File: src/core/pdzq_pkg.sv
// Package with timing constants and command codes for power-down and calibration sequencing
`default_nettype none
package pdzq_pkg;
	localparam int CLK_MHZ = 100;
	// Timing figures in ns; cycle counts derived and rounded up (least times)
	localparam int T_CKE_NS = 5;
	localparam int T_XP_NS = 6;
	localparam int T_XPDLL_NS = 24;
	localparam int T_RFC_NS = 110;
	localparam int T_RP_NS = 14;
	localparam int T_XS_NS = 120;
	localparam int CYC_CKE = (T_CKE_NS * CLK_MHZ + 999) / 1000;
	localparam int CYC_XP = (T_XP_NS * CLK_MHZ + 999) / 1000;
	localparam int CYC_XPDLL = (T_XPDLL_NS * CLK_MHZ + 999) / 1000;
	localparam int CYC_RFC = (T_RFC_NS * CLK_MHZ + 999) / 1000;
	localparam int CYC_RP = (T_RP_NS * CLK_MHZ + 999) / 1000;
	localparam int CYC_XS = (T_XS_NS * CLK_MHZ + 999) / 1000;
	// Calibration windows in nCK
	localparam int CYC_ZQINIT = 512;
	localparam int CYC_ZQOPER = 256;
	localparam int CYC_ZQCS = 64;
	localparam int CNT_W = 10;
	localparam logic [CNT_W-1:0] CNT_ZERO = 10'h000;
	localparam logic [CNT_W-1:0] CNT_ONE = 10'h001;
	// Mid-scale impedance code held until the first calibration lands
	localparam logic [7:0] CODE_RESET = 8'h80;

	typedef enum logic [2:0]
	{
		CMD_NOP,
		CMD_REF,
		CMD_PREA,
		CMD_ZQCL,
		CMD_ZQCS,
		CMD_SRE,
		CMD_OTHER
	} cmd_e;
endpackage
`default_nettype wire

File: src/core/pdzq_link_if.sv
// Interface joining controller and device: clock enable, termination, command bus, data enables
`timescale 1ns/100ps
`default_nettype none
interface pdzq_link_if;
	import pdzq_pkg::*;
	logic cke;
	logic odt;
	cmd_e cmd;
	logic dq_oe;
	logic zq_busy;
	modport ctrl
	(
		output cke,
		output odt,
		output cmd,
		output dq_oe,
		input zq_busy
	);
	modport dev
	(
		input cke,
		input odt,
		input cmd,
		input dq_oe,
		output zq_busy
	);
endinterface
`default_nettype wire

File: src/core/pdzq_ctrl.sv
// Controller end: sequences power-down, refresh and calibration commands within DRAM timing
// Function
// - Hold power-down at least tPD before exit
// - Wait tXP after exit before Refresh
// - Re-entry only after tXPDLL from exit
// - After early entry, NOP until tRFC
// - No second CKE low within tRFC
// - Long calibration at init or on demand
// - Device calibrates, then updates driver and termination
// - First long gets tZQinit, later tZQoper
// - Short calibration finishes within tZQCS
// - Short calibration corrects 0.5 % in 64 nCK
// - Channel quiet during calibration windows
// - Device disables calibration current when done
// - All banks precharged, tRP met first; PREA is never issued here, tRP is counted from the last wr_req or other_busy
// - Calibration may overlap DLL lock after self-refresh
// - No automatic recalibration on self-refresh exit
// - Calibration no sooner than tXS after self-refresh
// - Shared-resistor calibrations never overlap
// - CKE high throughout calibration
// - Termination off during calibration
// - Data outputs high impedance during calibration
// - Short-calibration interval from drift formula; not computed here, ZQCS is issued only on zqs_req
// - Power-down entry/exit with CKE plus NOP
// - No CKE low during busy operations
`timescale 1ns/100ps
`default_nettype none
module pdzq_ctrl
	import pdzq_pkg::*;
(
	input wire logic clock,
	input wire logic arst_n,
	input wire logic pd_req,
	input wire logic ref_req,
	input wire logic zql_req,
	input wire logic zqs_req,
	input wire logic sre_req,
	input wire logic odt_req,
	input wire logic wr_req,
	input wire logic other_busy,
	output logic ref_ack,
	output logic zq_ack,
	output logic ctrl_busy,
	output logic in_pd,
	pdzq_link_if.ctrl link
);
	import pdzq_pkg::*;

	typedef enum
	{
		ST_INIT,
		ST_IDLE,
		ST_PD,
		ST_SR,
		ST_ZQ
	} state_e;

	state_e state_q;
	logic cke_q;
	logic odt_q;
	logic dq_oe_q;
	cmd_e cmd_q;
	logic [CNT_W-1:0] pd_cnt_q;
	logic [CNT_W-1:0] xp_cnt_q;
	logic [CNT_W-1:0] xpdll_cnt_q;
	logic [CNT_W-1:0] rfc_cnt_q;
	logic [CNT_W-1:0] rp_cnt_q;
	logic [CNT_W-1:0] xs_cnt_q;
	logic [CNT_W-1:0] zq_cnt_q;
	logic first_zql_q;
	logic ref_ack_q;
	logic zq_ack_q;
	logic pd_ok;
	logic ref_ok;
	logic zq_ok;
	logic exit_ok;

	// gate entry and exit on the live counters
	assign exit_ok = (pd_cnt_q == CNT_ZERO) && (rfc_cnt_q == CNT_ZERO);
	assign pd_ok = (xpdll_cnt_q == CNT_ZERO) && (rfc_cnt_q == CNT_ZERO) && !other_busy;
	assign ref_ok = (xp_cnt_q == CNT_ZERO) && (rfc_cnt_q == CNT_ZERO);
	// Calibration may start while DLL lock runs; tXS, tRP and tRFC gate it, tXPDLL does not
	assign zq_ok = (rp_cnt_q == CNT_ZERO) && (xs_cnt_q == CNT_ZERO) && (rfc_cnt_q == CNT_ZERO)
		&& !link.zq_busy && !other_busy;

	always_ff @(posedge clock or negedge arst_n)
	begin
		if (!arst_n)
		begin
			state_q <= ST_INIT;
			cke_q <= 1'b1;
			cmd_q <= CMD_NOP;
			first_zql_q <= 1'b1;
			ref_ack_q <= 1'b0;
			zq_ack_q <= 1'b0;
		end
		else
		begin
			cmd_q <= CMD_NOP;
			ref_ack_q <= 1'b0;
			zq_ack_q <= 1'b0;
			unique case (state_q)
				ST_INIT:
				begin
					// Initial long calibration after reset
					if (zq_ok)
					begin
						cmd_q <= CMD_ZQCL;
						state_q <= ST_ZQ;
					end
				end
				ST_IDLE:
				begin
					if (zql_req && zq_ok)
					begin
						cmd_q <= CMD_ZQCL;
						state_q <= ST_ZQ;
						first_zql_q <= 1'b0;
					end
					else if (zqs_req && zq_ok)
					begin
						cmd_q <= CMD_ZQCS;
						state_q <= ST_ZQ;
					end
					else if (ref_req && ref_ok)
					begin
						cmd_q <= CMD_REF;
						ref_ack_q <= 1'b1;
					end
					else if (sre_req && pd_ok)
					begin
						cmd_q <= CMD_SRE;
						cke_q <= 1'b0;
						state_q <= ST_SR;
					end
					else if (pd_req && pd_ok)
					begin
						cke_q <= 1'b0;
						state_q <= ST_PD;
					end
				end
				ST_PD:
				begin
					if (!pd_req && exit_ok)
					begin
						cke_q <= 1'b1;
						state_q <= ST_IDLE;
					end
				end
				ST_SR:
				begin
					if (!sre_req && exit_ok)
					begin
						cke_q <= 1'b1;
						state_q <= ST_IDLE;
					end
				end
				ST_ZQ:
				begin
					// Channel kept quiet with CKE high until window ends
					if (zq_cnt_q == CNT_ONE)
					begin
						state_q <= ST_IDLE;
						zq_ack_q <= 1'b1;
						first_zql_q <= 1'b0;
					end
				end
			endcase
		end
	end

	// Calibration busy counter, window chosen by command and first-after-reset
	always_ff @(posedge clock or negedge arst_n)
	begin
		if (!arst_n)
			zq_cnt_q <= CNT_ZERO;
		else if (cmd_q == CMD_ZQCL)
			zq_cnt_q <= first_zql_q ? CNT_W'(CYC_ZQINIT) : CNT_W'(CYC_ZQOPER);
		else if (cmd_q == CMD_ZQCS)
			zq_cnt_q <= CNT_W'(CYC_ZQCS);
		else if (zq_cnt_q != CNT_ZERO)
			zq_cnt_q <= zq_cnt_q - CNT_ONE;
	end

	// Power-down timing counters
	always_ff @(posedge clock or negedge arst_n)
	begin
		if (!arst_n)
		begin
			pd_cnt_q <= CNT_ZERO;
			xp_cnt_q <= CNT_ZERO;
			xpdll_cnt_q <= CNT_ZERO;
			xs_cnt_q <= CNT_ZERO;
		end
		else
		begin
			// Reloaded while the enable is high, so every entry path starts a full hold
			if (cke_q)
				pd_cnt_q <= CNT_W'(CYC_CKE);
			else if (pd_cnt_q != CNT_ZERO)
				pd_cnt_q <= pd_cnt_q - CNT_ONE;
			if (state_q == ST_PD && !pd_req && exit_ok)
			begin
				xp_cnt_q <= CNT_W'(CYC_XP);
				xpdll_cnt_q <= CNT_W'(CYC_XPDLL);
			end
			else
			begin
				if (xp_cnt_q != CNT_ZERO)
					xp_cnt_q <= xp_cnt_q - CNT_ONE;
				if (xpdll_cnt_q != CNT_ZERO)
					xpdll_cnt_q <= xpdll_cnt_q - CNT_ONE;
			end
			if (state_q == ST_SR && !sre_req && exit_ok)
				xs_cnt_q <= CNT_W'(CYC_XS);
			else if (xs_cnt_q != CNT_ZERO)
				xs_cnt_q <= xs_cnt_q - CNT_ONE;
		end
	end

	// Refresh and precharge counters; precharge assumed complete before each calibration
	always_ff @(posedge clock or negedge arst_n)
	begin
		if (!arst_n)
		begin
			rfc_cnt_q <= CNT_ZERO;
			rp_cnt_q <= CNT_W'(CYC_RP);
		end
		else
		begin
			if (cmd_q == CMD_REF)
				rfc_cnt_q <= CNT_W'(CYC_RFC);
			else if (rfc_cnt_q != CNT_ZERO)
				rfc_cnt_q <= rfc_cnt_q - CNT_ONE;
			if (wr_req || other_busy)
				rp_cnt_q <= CNT_W'(CYC_RP);
			else if (rp_cnt_q != CNT_ZERO)
				rp_cnt_q <= rp_cnt_q - CNT_ONE;
		end
	end

	// Termination and data drive forced off during calibration
	always_ff @(posedge clock or negedge arst_n)
	begin
		if (!arst_n)
		begin
			odt_q <= 1'b0;
			dq_oe_q <= 1'b0;
		end
		else
		begin
			odt_q <= odt_req && state_q == ST_IDLE && zq_cnt_q == CNT_ZERO;
			dq_oe_q <= wr_req && state_q == ST_IDLE && zq_cnt_q == CNT_ZERO;
		end
	end

	assign link.cke = cke_q;
	assign link.cmd = cmd_q;
	assign link.odt = odt_q;
	assign link.dq_oe = dq_oe_q;
	assign ref_ack = ref_ack_q;
	assign zq_ack = zq_ack_q;
	assign in_pd = (state_q == ST_PD);
	assign ctrl_busy = (state_q == ST_ZQ) || (state_q == ST_INIT);
endmodule
`default_nettype wire

File: src/flat_wrapper.sv
// flat-port wrapper written by rule: the top's interface ports become plain ports
module pdzq_ctrl_flat import pdzq_pkg::*;
  (clock, arst_n, pd_req, ref_req, zql_req, zqs_req, sre_req, odt_req, wr_req, other_busy, ref_ack, zq_ack, ctrl_busy, in_pd, link_cke, link_odt, link_cmd, link_dq_oe, link_zq_busy);
  pdzq_link_if link_i ();
  input wire logic clock;
  input wire logic arst_n;
  input wire logic pd_req;
  input wire logic ref_req;
  input wire logic zql_req;
  input wire logic zqs_req;
  input wire logic sre_req;
  input wire logic odt_req;
  input wire logic wr_req;
  input wire logic other_busy;
  output logic ref_ack;
  output logic zq_ack;
  output logic ctrl_busy;
  output logic in_pd;
  output wire logic [$bits(link_i.cke)-1:0] link_cke;
  output wire logic [$bits(link_i.odt)-1:0] link_odt;
  output wire logic [$bits(link_i.cmd)-1:0] link_cmd;
  output wire logic [$bits(link_i.dq_oe)-1:0] link_dq_oe;
  input wire logic [$bits(link_i.zq_busy)-1:0] link_zq_busy;
  assign link_cke = link_i.cke;
  assign link_odt = link_i.odt;
  assign link_cmd = link_i.cmd;
  assign link_dq_oe = link_i.dq_oe;
  assign link_i.zq_busy = link_zq_busy;
  pdzq_ctrl u_core (.clock(clock), .arst_n(arst_n), .pd_req(pd_req), .ref_req(ref_req), .zql_req(zql_req), .zqs_req(zqs_req), .sre_req(sre_req), .odt_req(odt_req), .wr_req(wr_req), .other_busy(other_busy), .ref_ack(ref_ack), .zq_ack(zq_ack), .ctrl_busy(ctrl_busy), .in_pd(in_pd), .link(link_i));
endmodule
File: config.mk
export PLATFORM = sky130hd
export DESIGN_NAME = pdzq_ctrl_flat
export DESIGN_NICKNAME = d
export VERILOG_FILES = /design/src/core/pdzq_pkg.sv /design/src/core/pdzq_link_if.sv /design/src/core/pdzq_ctrl.sv /design/src/flat_wrapper.sv
export SDC_FILE = /design/constraint.sdc
export NUM_CORES = 1
export LEC_CHECK = 0
export ABC_AREA = 1
export BUFFER_PORTS_ARGS = -buffer_cell sky130_fd_sc_hd__buf_4
export CAP_MARGIN = 20
export CORE_MARGIN = 3
export CORE_UTILIZATION = 45
export DETAILED_ROUTE_END_ITERATION = 8
export SLEW_MARGIN = 5
export SYNTH_ARGS = -nofsm -noshare
export SYNTH_HDL_FRONTEND = slang
export SYNTH_SLANG_ARGS = --single-unit
File: constraint.sdc
create_clock -name clock -period 1.9 [get_ports clock]
set_input_delay 0.38 -clock clock [delete_from_list [all_inputs] [get_ports clock]]
set_output_delay 0.38 -clock clock [all_outputs]
set_load 0.01 [all_outputs]
==> impl_results.md, run 1 <==
- Clock skew: 0.00776 ns
- Num CTS Buffers: 9
- Setup TNS: 0 ns
- Worst setup SP type: register
- Worst Path Arrival: 2.02 ns
- Final WL: 10100 um
- Post-synthesis cell type count: 44
- Largest net degree at the start of global routing: between 40 and 50
- Placed cell count: 783
- Final Hold Vio Count: 0
- Diodes inserted: 0
- Chip width: 108 um
- Cell family with most CP delay: simple AND/OR/NAND/NOR gates
- First-pass GRT wire length: 17200 um
- Ys flop type: dfrtp_1
- Flops & latches, synth: just over 80
- Clock-pin slew on the worst setup and hold paths: roughly 0.080 ns
- Reg area: between 2000 and 2500 um^2
- Achievable frequency: 564 MHz
- Setup CP Type: reg2reg
- Die Y: 108 um
- Max incr delay on CP: 0.41 ns
- Post-Synthesis Cells: 618
- Status: completed
- Number of cells on the critical path: 12
- Full die area: 11800 um^2
- Worst setup margin: 0.128 ns
- Grt ovf: 0
- Area leader, netlist: dfrtp_1
- Clock period minus worst slack: 1.77 ns
- Dpl ws: about 0.061 ns
- WP buf/inv: 2
- Post-synth EDFFs: 0
- Register area share after synthesis: 43.5%
- DR vias: 4091
- Clk Latency, worst-skew pair: between 0.3 and 0.4 ns
- Hold Path Stages: 3
- Syn_nets: about 640
- Max Slew Vio Count: 0
- P&R area growth vs syn: 16.9%
- VDD IR max: 484 uV
- # DRC: 0
- Power Total: ~3.2 mW
- Most used cell along the critical path: nand2_2
- Critical Path RT: between 2 and 2.5 ns
- Worst-margin pin slew: 0.445 ns
- PwrDens: 586 nW/um^2
- FF-to-FF path depth: 12
- Sink Count: 82
- Routability Congestion: 0.834
- Layout cells sized above 1: 15.7%
- Buffers on Ports: 20
- Mapped Area: 4720 um^2
- Remaining antenna violation count: 0
- Fillcell total: about 960
- Core Area: approximately 10000 um^2
- Worst Setup End Kind: register
- # setup viols final: 0
- Avg WL per Cell: 12.4 um
- Vias in the first global route: just under 4000
- Share of the synthesized area in the top cell type: 41.9%
- CP max FO: 5
- Initial Utilization: between 40% and 50%
- Ys async rst share: 100%
- Clock H-tree levels: 3
- Synth Area per Inst: 7.64 um^2
- Highest-delay cell along the critical path: dfrtp_1
- Fin crit share: just over 90%
- # IOs: 21
- Drt pass-1 iters: 5
- Multi-input gate area: 2270 um^2
- Overall Global Routing Usage: a little under a fifth
- Rows: 36
- CTS tree: yes
- Drt via density: 5.06
- First DRT Iteration DRCs: 163
- Slew HR: 70.1%
- Dpl hpwl: 7390 um
- Synth area leaders: dfrtp_1, inv_1, nand2_1
- Clk buf depth: 2
- Static Leakage: 3.11 nW
- Hold WC Path Type: in2reg
- Crit-path cells: inv_2 -> ha_4 -> nand2_2 -> nor2_4 -> nand3_4 -> buf_12 -> nor2_8 -> o211ai_1 -> nand3_1 -> nand2_2 -> o21ai_1 -> nand2_1
- Number of antenna violations at the first check in global routing: 0
- Nets: 694
- Layout Cells excl Fill: roughly 810
- Yosys Warn Count: 0
- Root buffer cell: clkbuf_8
- Max Cap Viol: 0
==> cell families (layout without fill, tap and decap cells) <==
group                    after synthesis  in the layout  share of synthesized area (%)
XOR/XNOR                              21             21                           3.89
buffers and inverters                123            180                           9.99
AO/OA/AOI/OAI                         75             75                           9.38
AND/OR/NAND/NOR                      304            304                           29.8
flip-flops                            82             82                           43.5
adder cells (fa/ha/maj)               13             13                           3.44
==> registers in the layout (all words and copies together) (netlist names) <==
register,count
u_core.pd_cnt_q,10
u_core.rfc_cnt_q,10
u_core.rp_cnt_q,10
u_core.xp_cnt_q,10
u_core.xpdll_cnt_q,10
u_core.xs_cnt_q,10
u_core.zq_cnt_q,10
u_core.link.cmd,3
u_core.state_q,3
u_core.first_zql_q,1
u_core.link.cke,1
u_core.link.dq_oe,1
u_core.link.odt,1
u_core.ref_ack,1
u_core.zq_ack,1
==> tightest hold or removal path, stage by stage <==
cell	delay [ns]
buf_4	0.11
nand2_1	0.05
nor2_1	0.04
==> per-stage QoR <==
step | cell area (um^2) | util, % | hold WS [ns]
detailed placement | 5160 | 51.6 | 0.331
floorplan | 4720 | - | 0.0844
global route | 5520 | 55.2 | 0.225
global placement | 5160 | 51.6 | 0.331
CTS | 5370 | 53.7 | 0.221
finish | 5520 | 55.2 | 0.247
==> path summary, 6_finish.rpt <==
kind / endpoint / from / slack, ns
worst max-delay path: u_core.state_q[0] / u_core.rfc_cnt_q[1] / 0.13
worst min-delay path: u_core.link.odt / odt_req / 0.25
worst max register to register: u_core.state_q[0] / u_core.rfc_cnt_q[1] / 0.13
worst min register to register: u_core.first_zql_q / u_core.first_zql_q / 0.48
max in group asynchronous: u_core.rp_cnt_q[1] / arst_n / 0.80
min in group asynchronous: u_core.xp_cnt_q[0] / arst_n / 0.49
==> per-layer routing <==
| metal | vias up | share of wire [%] | track usage (%) |
|---|---|---|---|
| met5 | - | 0 | 0 |
| met4 | 0 | 0.80 | 4.87 |
| met3 | 6 | 3.4 | 5.55 |
| met2 | 47 | 47 | 28.9 |
| met1 | 1957 | 49 | 24.3 |
| li1 | 2081 | - | - |
==> final cells by class <==
| type | instances | share of cell area (%) |
|---|---|---|
| clock buffers | 12 | 2.81 |
| clock inverters | 4 | 0.884 |
| inverters | 120 | 8.16 |
| multi-input cells | 413 | 41.1 |
| flip-flops and latches | 82 | 37.2 |
| well taps | 133 | 3.01 |
| repair buffers | 44 | 6.80 |
==> cells in the final DEF, fill, tap and decap left out, types with 3 or more instances in the layout <==
cell | Yosys | layout
nor4_1 | 5 | 5
nand2_2 | 4 | 8
nor2_2 | 7 | 7
dfstp_2 | 3 | 3
o21ai_0 | 24 | 24
a211oi_1 | 6 | 6
dfrtp_1 | 79 | 79
nor2_1 | 79 | 77
o211ai_1 | 8 | 8
inv_2 | 5 | 9
inv_1 | 114 | 110
ha_1 | 13 | 10
nor2_4 | 3 | 5
clkbuf_8 | 0 | 11
or2_2 | 3 | 3
xor2_1 | 19 | 19
nand2_1 | 104 | 100
nand4_1 | 7 | 7
nand3_1 | 55 | 53
nor3_1 | 23 | 22
a21oi_1 | 24 | 24
buf_4 | 0 | 40
nand3_2 | 1 | 3
==> power breakdown <==
part	switching [mW]	leakage [nW]	internal [mW]	total, mW
combinational	0.113	1.88	0.0584	0.172
clock	0.618	0.107	0.680	1.30
sequential	0.0100	1.12	1.76	1.77
==> synth_stat cells (2+ instances only) <==
| cell | instances |
|---|---|
| a31oi_1 | 2 |
| and3_1 | 2 |
| or2_0 | 2 |
| dfrtp_1 | 79 |
| a21oi_1 | 24 |
| nand2_2 | 4 |
| nor3_2 | 2 |
| o21ai_0 | 24 |
| inv_2 | 5 |
| buf_2 | 2 |
| nor3b_1 | 2 |
| nand3_1 | 55 |
| a211o_1 | 2 |
| xor2_1 | 19 |
| o211ai_1 | 8 |
| nor2_1 | 79 |
| inv_1 | 114 |
| nor4_1 | 5 |
| xnor2_1 | 2 |
| nand4_1 | 7 |
| or2_2 | 3 |
| nor3_1 | 23 |
| nor2_4 | 3 |
| dfstp_2 | 3 |
| nand2_1 | 104 |
| a21o_1 | 2 |
| nor2_2 | 7 |
| a211oi_1 | 6 |
| ha_1 | 13 |
==> timing repair <==
| item | CTS | global route |
|---|---|---|
| setup buffers | 0 | 7 |
| hold buffers | 1 | 0 |
| gates resized for setup | 0 | 21 |
| hold endpoints to repair | 26 | 0 |
| setup endpoints to repair | 0 | 25 |
Power figures use the tool's default switching activity.
==> run 2, diff against run 1 <==
--- a/config.mk
+++ b/config.mk
@@ -9,8 +9,9 @@
 export BUFFER_PORTS_ARGS = -buffer_cell sky130_fd_sc_hd__buf_4
 export CAP_MARGIN = 20
 export CORE_MARGIN = 3
-export CORE_UTILIZATION = 45
+export CORE_UTILIZATION = 62
 export DETAILED_ROUTE_END_ITERATION = 8
+export PLACE_DENSITY = 0.8
 export SLEW_MARGIN = 5
 export SYNTH_ARGS = -nofsm -noshare
 export SYNTH_HDL_FRONTEND = slang
==> impl_results.md, run 2 (synthesis gave the netlist of run 1 again) <==
- Max incr delay on CP: 0.41 ns
- Overall Global Routing Usage: approximately 24%
- Setup TNS: 0 ns
- Chip width: slightly above 90 um
- WP buf/inv: 2
- Remaining antenna violation count: 0
- Diodes inserted: 0
- Critical Path RT: 2.14 ns
- Buffers on Ports: 20
- Reg area: just over 2000 um^2
- Worst Setup End Kind: register
- Commonest non-fill, non-tap cell in the layout: inv_1
- Num CTS Buffers: 9
- Clock period minus worst slack: 1.88 ns
- Clk buf depth: 2
- Clk Latency, worst-skew pair: 0.35 ns
- Setup CP Type: reg2reg
- VDD IR max: 433 uV
- Most used cell along the critical path: nand2_4
- Layout cells sized above 1: approximately 16%
- PwrDens: 588 nW/um^2
- Fillcell total: 516
- Clock-pin slew on the worst setup and hold paths: 0.09 ns
- Root buffer cell: clkbuf_8
- Most frequent cells in the layout: inv_1, nand2_1, dfrtp_1
- Max Cap Viol: 0
- # DRC: 0
- Slew HR: approximately two thirds
- Initial Utilization: around 64%
- Drt via density: 5.37
- # setup viols final: 0
- First DRT Iteration DRCs: ~250
- Worst setup SP type: register
- Unrepaired setup endpoints after global routing: true
- Highest-delay cell along the critical path: dfrtp_1
- Dpl hpwl: 7280 um
- Avg WL per Cell: 13.3 um
- Core Area: 7330 um^2
- Hold WC Path Type: in2reg
- Vias in the first global route: between 3000 and 4000
- # IOs: 21
- Clock H-tree levels: 3
- P&R area growth vs syn: 16.3%
- Drt pass-1 iters: 5
- Grt ovf: 0
- Nets: 694
- Rows: 31
- Routability Congestion: roughly 0.90
- Achievable frequency: around 530 MHz
- Max Slew Vio Count: 0
- Worst-margin pin slew: 0.512 ns
- Fin crit share: 98.7%
- Final Hold Vio Count: 0
- CP max FO: 5
- Largest net degree at the start of global routing: 45
- Static Leakage: approximately 3.1 nW
- Dpl ws: 0.0223 ns
- Final WL: 10300 um
- Die Y: roughly 93 um
- Status: completed
- Multi-input gate area: 2290 um^2
- Crit-path cells: inv_2 -> ha_4 -> nand2_4 -> nor2_4 -> nand3_4 -> buf_12 -> nor2_8 -> o211ai_1 -> nand3_1 -> nand2_4 -> o21ai_1 -> nand2_1
- Final core occ: 75.0%
- Number of antenna violations at the first check in global routing: 0
- Clock skew: 0.00924 ns
- DR vias: 4157
- Worst Path Arrival: 2.11 ns
- Sink Count: 82
- Full die area: just under 9000 um^2
- Worst setup margin: approximately 0.024 ns
- First-pass GRT wire length: ~17000 um
- Cell family with most CP delay: simple AND/OR/NAND/NOR gates
- CTS tree: yes
- Final hold slack: 0.264 ns
==> run 2: cell count changes in the layout (fill, tap and decap cells not counted), moves of 2 or more <==
| cell | change |
|---|---|
| clkbuf_8 | -2 |
| nand2_1 | -3 |
| clkinvlp_4 | +2 |
| inv_6 | +2 |
| nand2_4 | +2 |
==> run 2: cell type report <==
class                      count  share of cell area, %
tap                           99                   2.25
inverter                     120                   8.20
sequential                    82                   37.4
clock inverter                 7                   1.39
clock buffer                   9                   2.25
timing repair buffer          44                   6.83
multi-input combinational    413                   41.7
==> run 2: path summary, 6_finish.rpt <==
| kind | from | endpoint | slack [ns] | cells after the start |
|---|---|---|---|---|
| min in group asynchronous | arst_n | u_core.pd_cnt_q[9] | 0.45 | 2 |
| setup reg to reg | u_core.rfc_cnt_q[1] | u_core.state_q[0] | 0.02 | 12 |
| hold reg to reg | u_core.first_zql_q | u_core.first_zql_q | 0.49 | 2 |
| hold / removal | odt_req | u_core.link.odt | 0.26 | 3 |
| setup / recovery | u_core.rfc_cnt_q[1] | u_core.state_q[0] | 0.02 | 12 |
| max in group asynchronous | arst_n | u_core.first_zql_q | 0.84 | 3 |
==> run 2: worst reg2reg max path, stage by stage (launching register included) <==
cell      delay [ns]
dfrtp_1         0.41
inv_2           0.09
ha_4            0.15
nand2_4         0.05
nor2_4          0.13
nand3_4         0.13
buf_12          0.18
nor2_8          0.09
o211ai_1        0.11
nand3_1         0.15
nand2_4         0.08
o21ai_1         0.14
nand2_1         0.06
==> run 2: through the flow <==
step                area [um^2]  total power [mW]  std cells
floorplan                  4720              1.88        618
global placement           5110              1.96        748
detailed placement         5110              1.96        748
CTS                        5320              3.26        765
global route               5500              3.37        774
finish                     5500              3.23        774
==> run 2: routing by layer <==
| layer | up-vias | GRT usage [%] | share of wire, % |
|---|---|---|---|
| met3 | 15 | 2.65 | 3.6 |
| met1 | 1965 | 32.2 | 46 |
| met2 | 106 | 41.4 | 49 |
| li1 | 2071 | - | - |
| met4 | 0 | 8.79 | 1.6 |
| met5 | - | 0 | 0 |
==> run 2: report_power, final <==
part	internal, mW	switching (mW)
registers	1.76	0.0104
logic	0.0573	0.116
clock network	0.619	0.673
==> run 2: repair_timing <==
| action | CTS | global route |
|---|---|---|
| pin swaps | 0 | 10 |
| gates cloned | 0 | 1 |
| hold buffers | 1 | 0 |
| endpoints found under the setup margin | 1 | 23 |
| endpoints found under the hold margin | 19 | 0 |
| setup buffers | 0 | 8 |
| gates resized for setup | 1 | 26 |
==> run 3, diff against run 2 <==
--- a/config.mk
+++ b/config.mk
@@ -5,13 +5,12 @@
 export SDC_FILE = /design/constraint.sdc
 export NUM_CORES = 1
 export LEC_CHECK = 0
-export ABC_AREA = 1
 export BUFFER_PORTS_ARGS = -buffer_cell sky130_fd_sc_hd__buf_4
 export CAP_MARGIN = 20
 export CORE_MARGIN = 3
-export CORE_UTILIZATION = 62
+export CORE_UTILIZATION = 61
 export DETAILED_ROUTE_END_ITERATION = 8
-export PLACE_DENSITY = 0.8
+export PLACE_DENSITY = 0.79
 export SLEW_MARGIN = 5
 export SYNTH_ARGS = -nofsm -noshare
 export SYNTH_HDL_FRONTEND = slang
==> impl_results.md, run 3 <==
- Status: finished, violations left
- Violated checks: setup timing
- Post-synth EDFFs: 0
- Synth Area per Inst: roughly 9.3 um^2
- Layout Cells excl Fill: 712
- Rows: 30
- Grt ovf: 0
- Avg WL per Cell: 22.8 um
- First DRT Iteration DRCs: between 500 and 600
- Setup CP Type: reg2reg
- Nets: 636
- Flops & latches, synth: 82
- Die Y: 90.4 um
- Num CTS Buffers: 9
- # IOs: 21
- # DRC: 0
- Worst Hold End: u_core.link.odt
- CTS tree: yes
- CP max FO: 4
- Critical Path RT: 2.17 ns
- Fin crit share: 159%
- FF-to-FF path depth: 10
- Clk buf depth: 2
- Full die area: 8180 um^2
- Clock skew: 0.0102 ns
- Number of antenna violations at the first check in global routing: 0
- Unrepaired setup endpoints after global routing: true
- Setup TNS: -14.08 ns
- Hold_sp: odt_req
- Register area share after synthesis: between 40% and 50%
- VDD IR max: 1140 uV
- Clock H-tree levels: 3
- Drt pass-1 iters: 5
- Area leader, netlist: dfrtp_1
- Diodes inserted: 0
- Hold WC Path Type: in2reg
- Chip width: 90.4 um
- First-pass GRT wire length: 21600 um
- Core Area: 6870 um^2
- Remaining antenna violation count: 0
- Ys flop type: dfrtp_1
- Share of the synthesized area in the top cell type: a little under half
- Clock period minus worst slack: 3.02 ns
- Fillcell total: approximately 250
- Flop2flop setup slack: -1.12 ns
- Buffers on Ports: 20
- Most numerous cell in the Yosys netlist: dfrtp_1
- Most frequent cells in the layout: buf_4, dfrtp_1, nor2_1
- RR Endpoint: u_core.state_q[0]
- Slew HR: around 50%
- Post-Synthesis Cells: 468
- Drt via density: 6.60
- Root buffer cell: clkbuf_8
- Final WL: 16200 um
- DR vias: 4699
- Clk Latency, worst-skew pair: 0.36 ns
- Overall Global Routing Usage: between 30% and 40%
- Commonest non-fill, non-tap cell in the layout: buf_4
- Yosys Warn Count: 0
- Power Total: 8.57 mW
- Worst reg2reg startpoint: u_core.xs_cnt_q[6]
- Dpl hpwl: 7760 um
- Sink Count: 82
- Ys async rst share: between 90% and 100%
- Hold Path Stages: 2
- Final Hold Vio Count: 0
- Syn_nets: 492
- Worst-margin pin slew: 0.738 ns
- Worst Setup End Kind: register
- Post-synthesis cell type count: 50
- # setup viols final: 52
- Largest net degree at the start of global routing: 37
- Static Leakage: 2.74 nW
- Mapped Area: 4350 um^2
- Clock-pin slew on the worst setup and hold paths: 0.09 ns
- Initial Utilization: 63.3%
- Worst Path Arrival: 3.28 ns
- Final core occ: roughly nine tenths
- Worst setup margin: -1.12 ns
- Placed cell count: a little under 700
- Max Cap Viol: 0
- Worst setup SP type: register
- PwrDens: 1380 nW/um^2
- Synth cell count leaders: dfrtp_1, nor2_1, nand2_1, nor3_1, a21oi_1
- Vias in the first global route: 4637
- Layout cells sized above 1: 40.6%
- Routability Congestion: 0.921
- Max Slew Vio Count: 0
- P&R area growth vs syn: 43.1%
- Achievable frequency: 331 MHz
- Synth area leaders: dfrtp_1, nor2_1, xnor2_1
[run 3: worst max-delay path, cell delays in order (launching register included)]
cell	delay, ns
dfrtp_1	0.39
buf_4	0.15
nor4_4	0.27
buf_4	0.17
nand4b_1	0.16
buf_4	0.20
buf_4	0.13
or3_4	0.41
o21ai_0	0.62
a31oi_1	0.20
a31oi_1	0.22
[run 3: how the worst max path moves through the flow]
stage | end | cells past startpoint | from
2_1_floorplan | u_core.state_q[2] | 6 | u_core.xs_cnt_q[6]
3_3_place_gp | u_core.state_q[2] | 6 | u_core.xs_cnt_q[6]
3_5_place_dp | u_core.state_q[2] | 6 | u_core.xs_cnt_q[6]
4_1_cts | u_core.state_q[2] | 6 | u_core.xs_cnt_q[6]
5_1_grt | u_core.state_q[0] | 10 | u_core.xs_cnt_q[6]
6_report | u_core.state_q[0] | 10 | u_core.xs_cnt_q[6]
[run 3: kinds of logic after synthesis]
kind of cell | after synthesis | share of synthesized area [%]
mux | 6 | 1.50
compound gates | 63 | 8.55
simple gates | 233 | 28.3
fa+ha+maj | 13 | 3.74
buf+inv | 32 | 2.76
xor+xnor | 39 | 7.86
flops | 82 | 47.3
[run 3: final cells by class]
cell class	count	area, um^2	share of cell area [%]
Inverter	20	75.1	1.21
Tap cell	96	120	1.93
Timing Repair Buffer	145	1170	18.8
Clock buffer	12	155	2.49
Clock inverter	3	15.0	0.241
Sequential cell	82	2060	33.1
Multi-Input combinational cell	354	2630	42.2
[run 3: what timing repair did]
item / CTS / global route
hold endpoints to repair: 19 / 0
endpoints found under the setup margin: 49 / 60
setup buffers: 4 / 11
gates cloned: 4 / 0
hold buffers: 1 / 0
resized for setup: 68 / 51
pin swaps: 21 / 11
[run 3: stage by stage]
step / hold slack, ns / instance area, um^2 / worst slack [ns]
finish: 0.291 / 6220 / -1.12
detailed placement: 0.357 / 5450 / -0.613
CTS: 0.281 / 5970 / -0.623
floorplan: 0.0844 / 4390 / -0.552
global route: 0.295 / 6220 / -1.07
global placement: 0.351 / 5450 / -0.601
[run 3: power breakdown]
group | switching, mW | internal [mW] | leakage, nW | total, mW
logic | 2.32 | 2.11 | 1.64 | 4.43
clock network | 0.648 | 0.535 | 0.0920 | 1.18
registers | 0.582 | 2.38 | 1.01 | 2.96
total | 3.55 | 5.02 | 2.74 | 8.57
[run 3: routing by layer]
metal  vias to the layer above  global-route usage, %  wire [um]
met1                      2270                   37.3       5650
li1                       1923                      -          -
met4                         0                   20.7       1210
met3                       139                   6.00       1360
met5                         -                      0          0
met2                       367                   57.2       7980
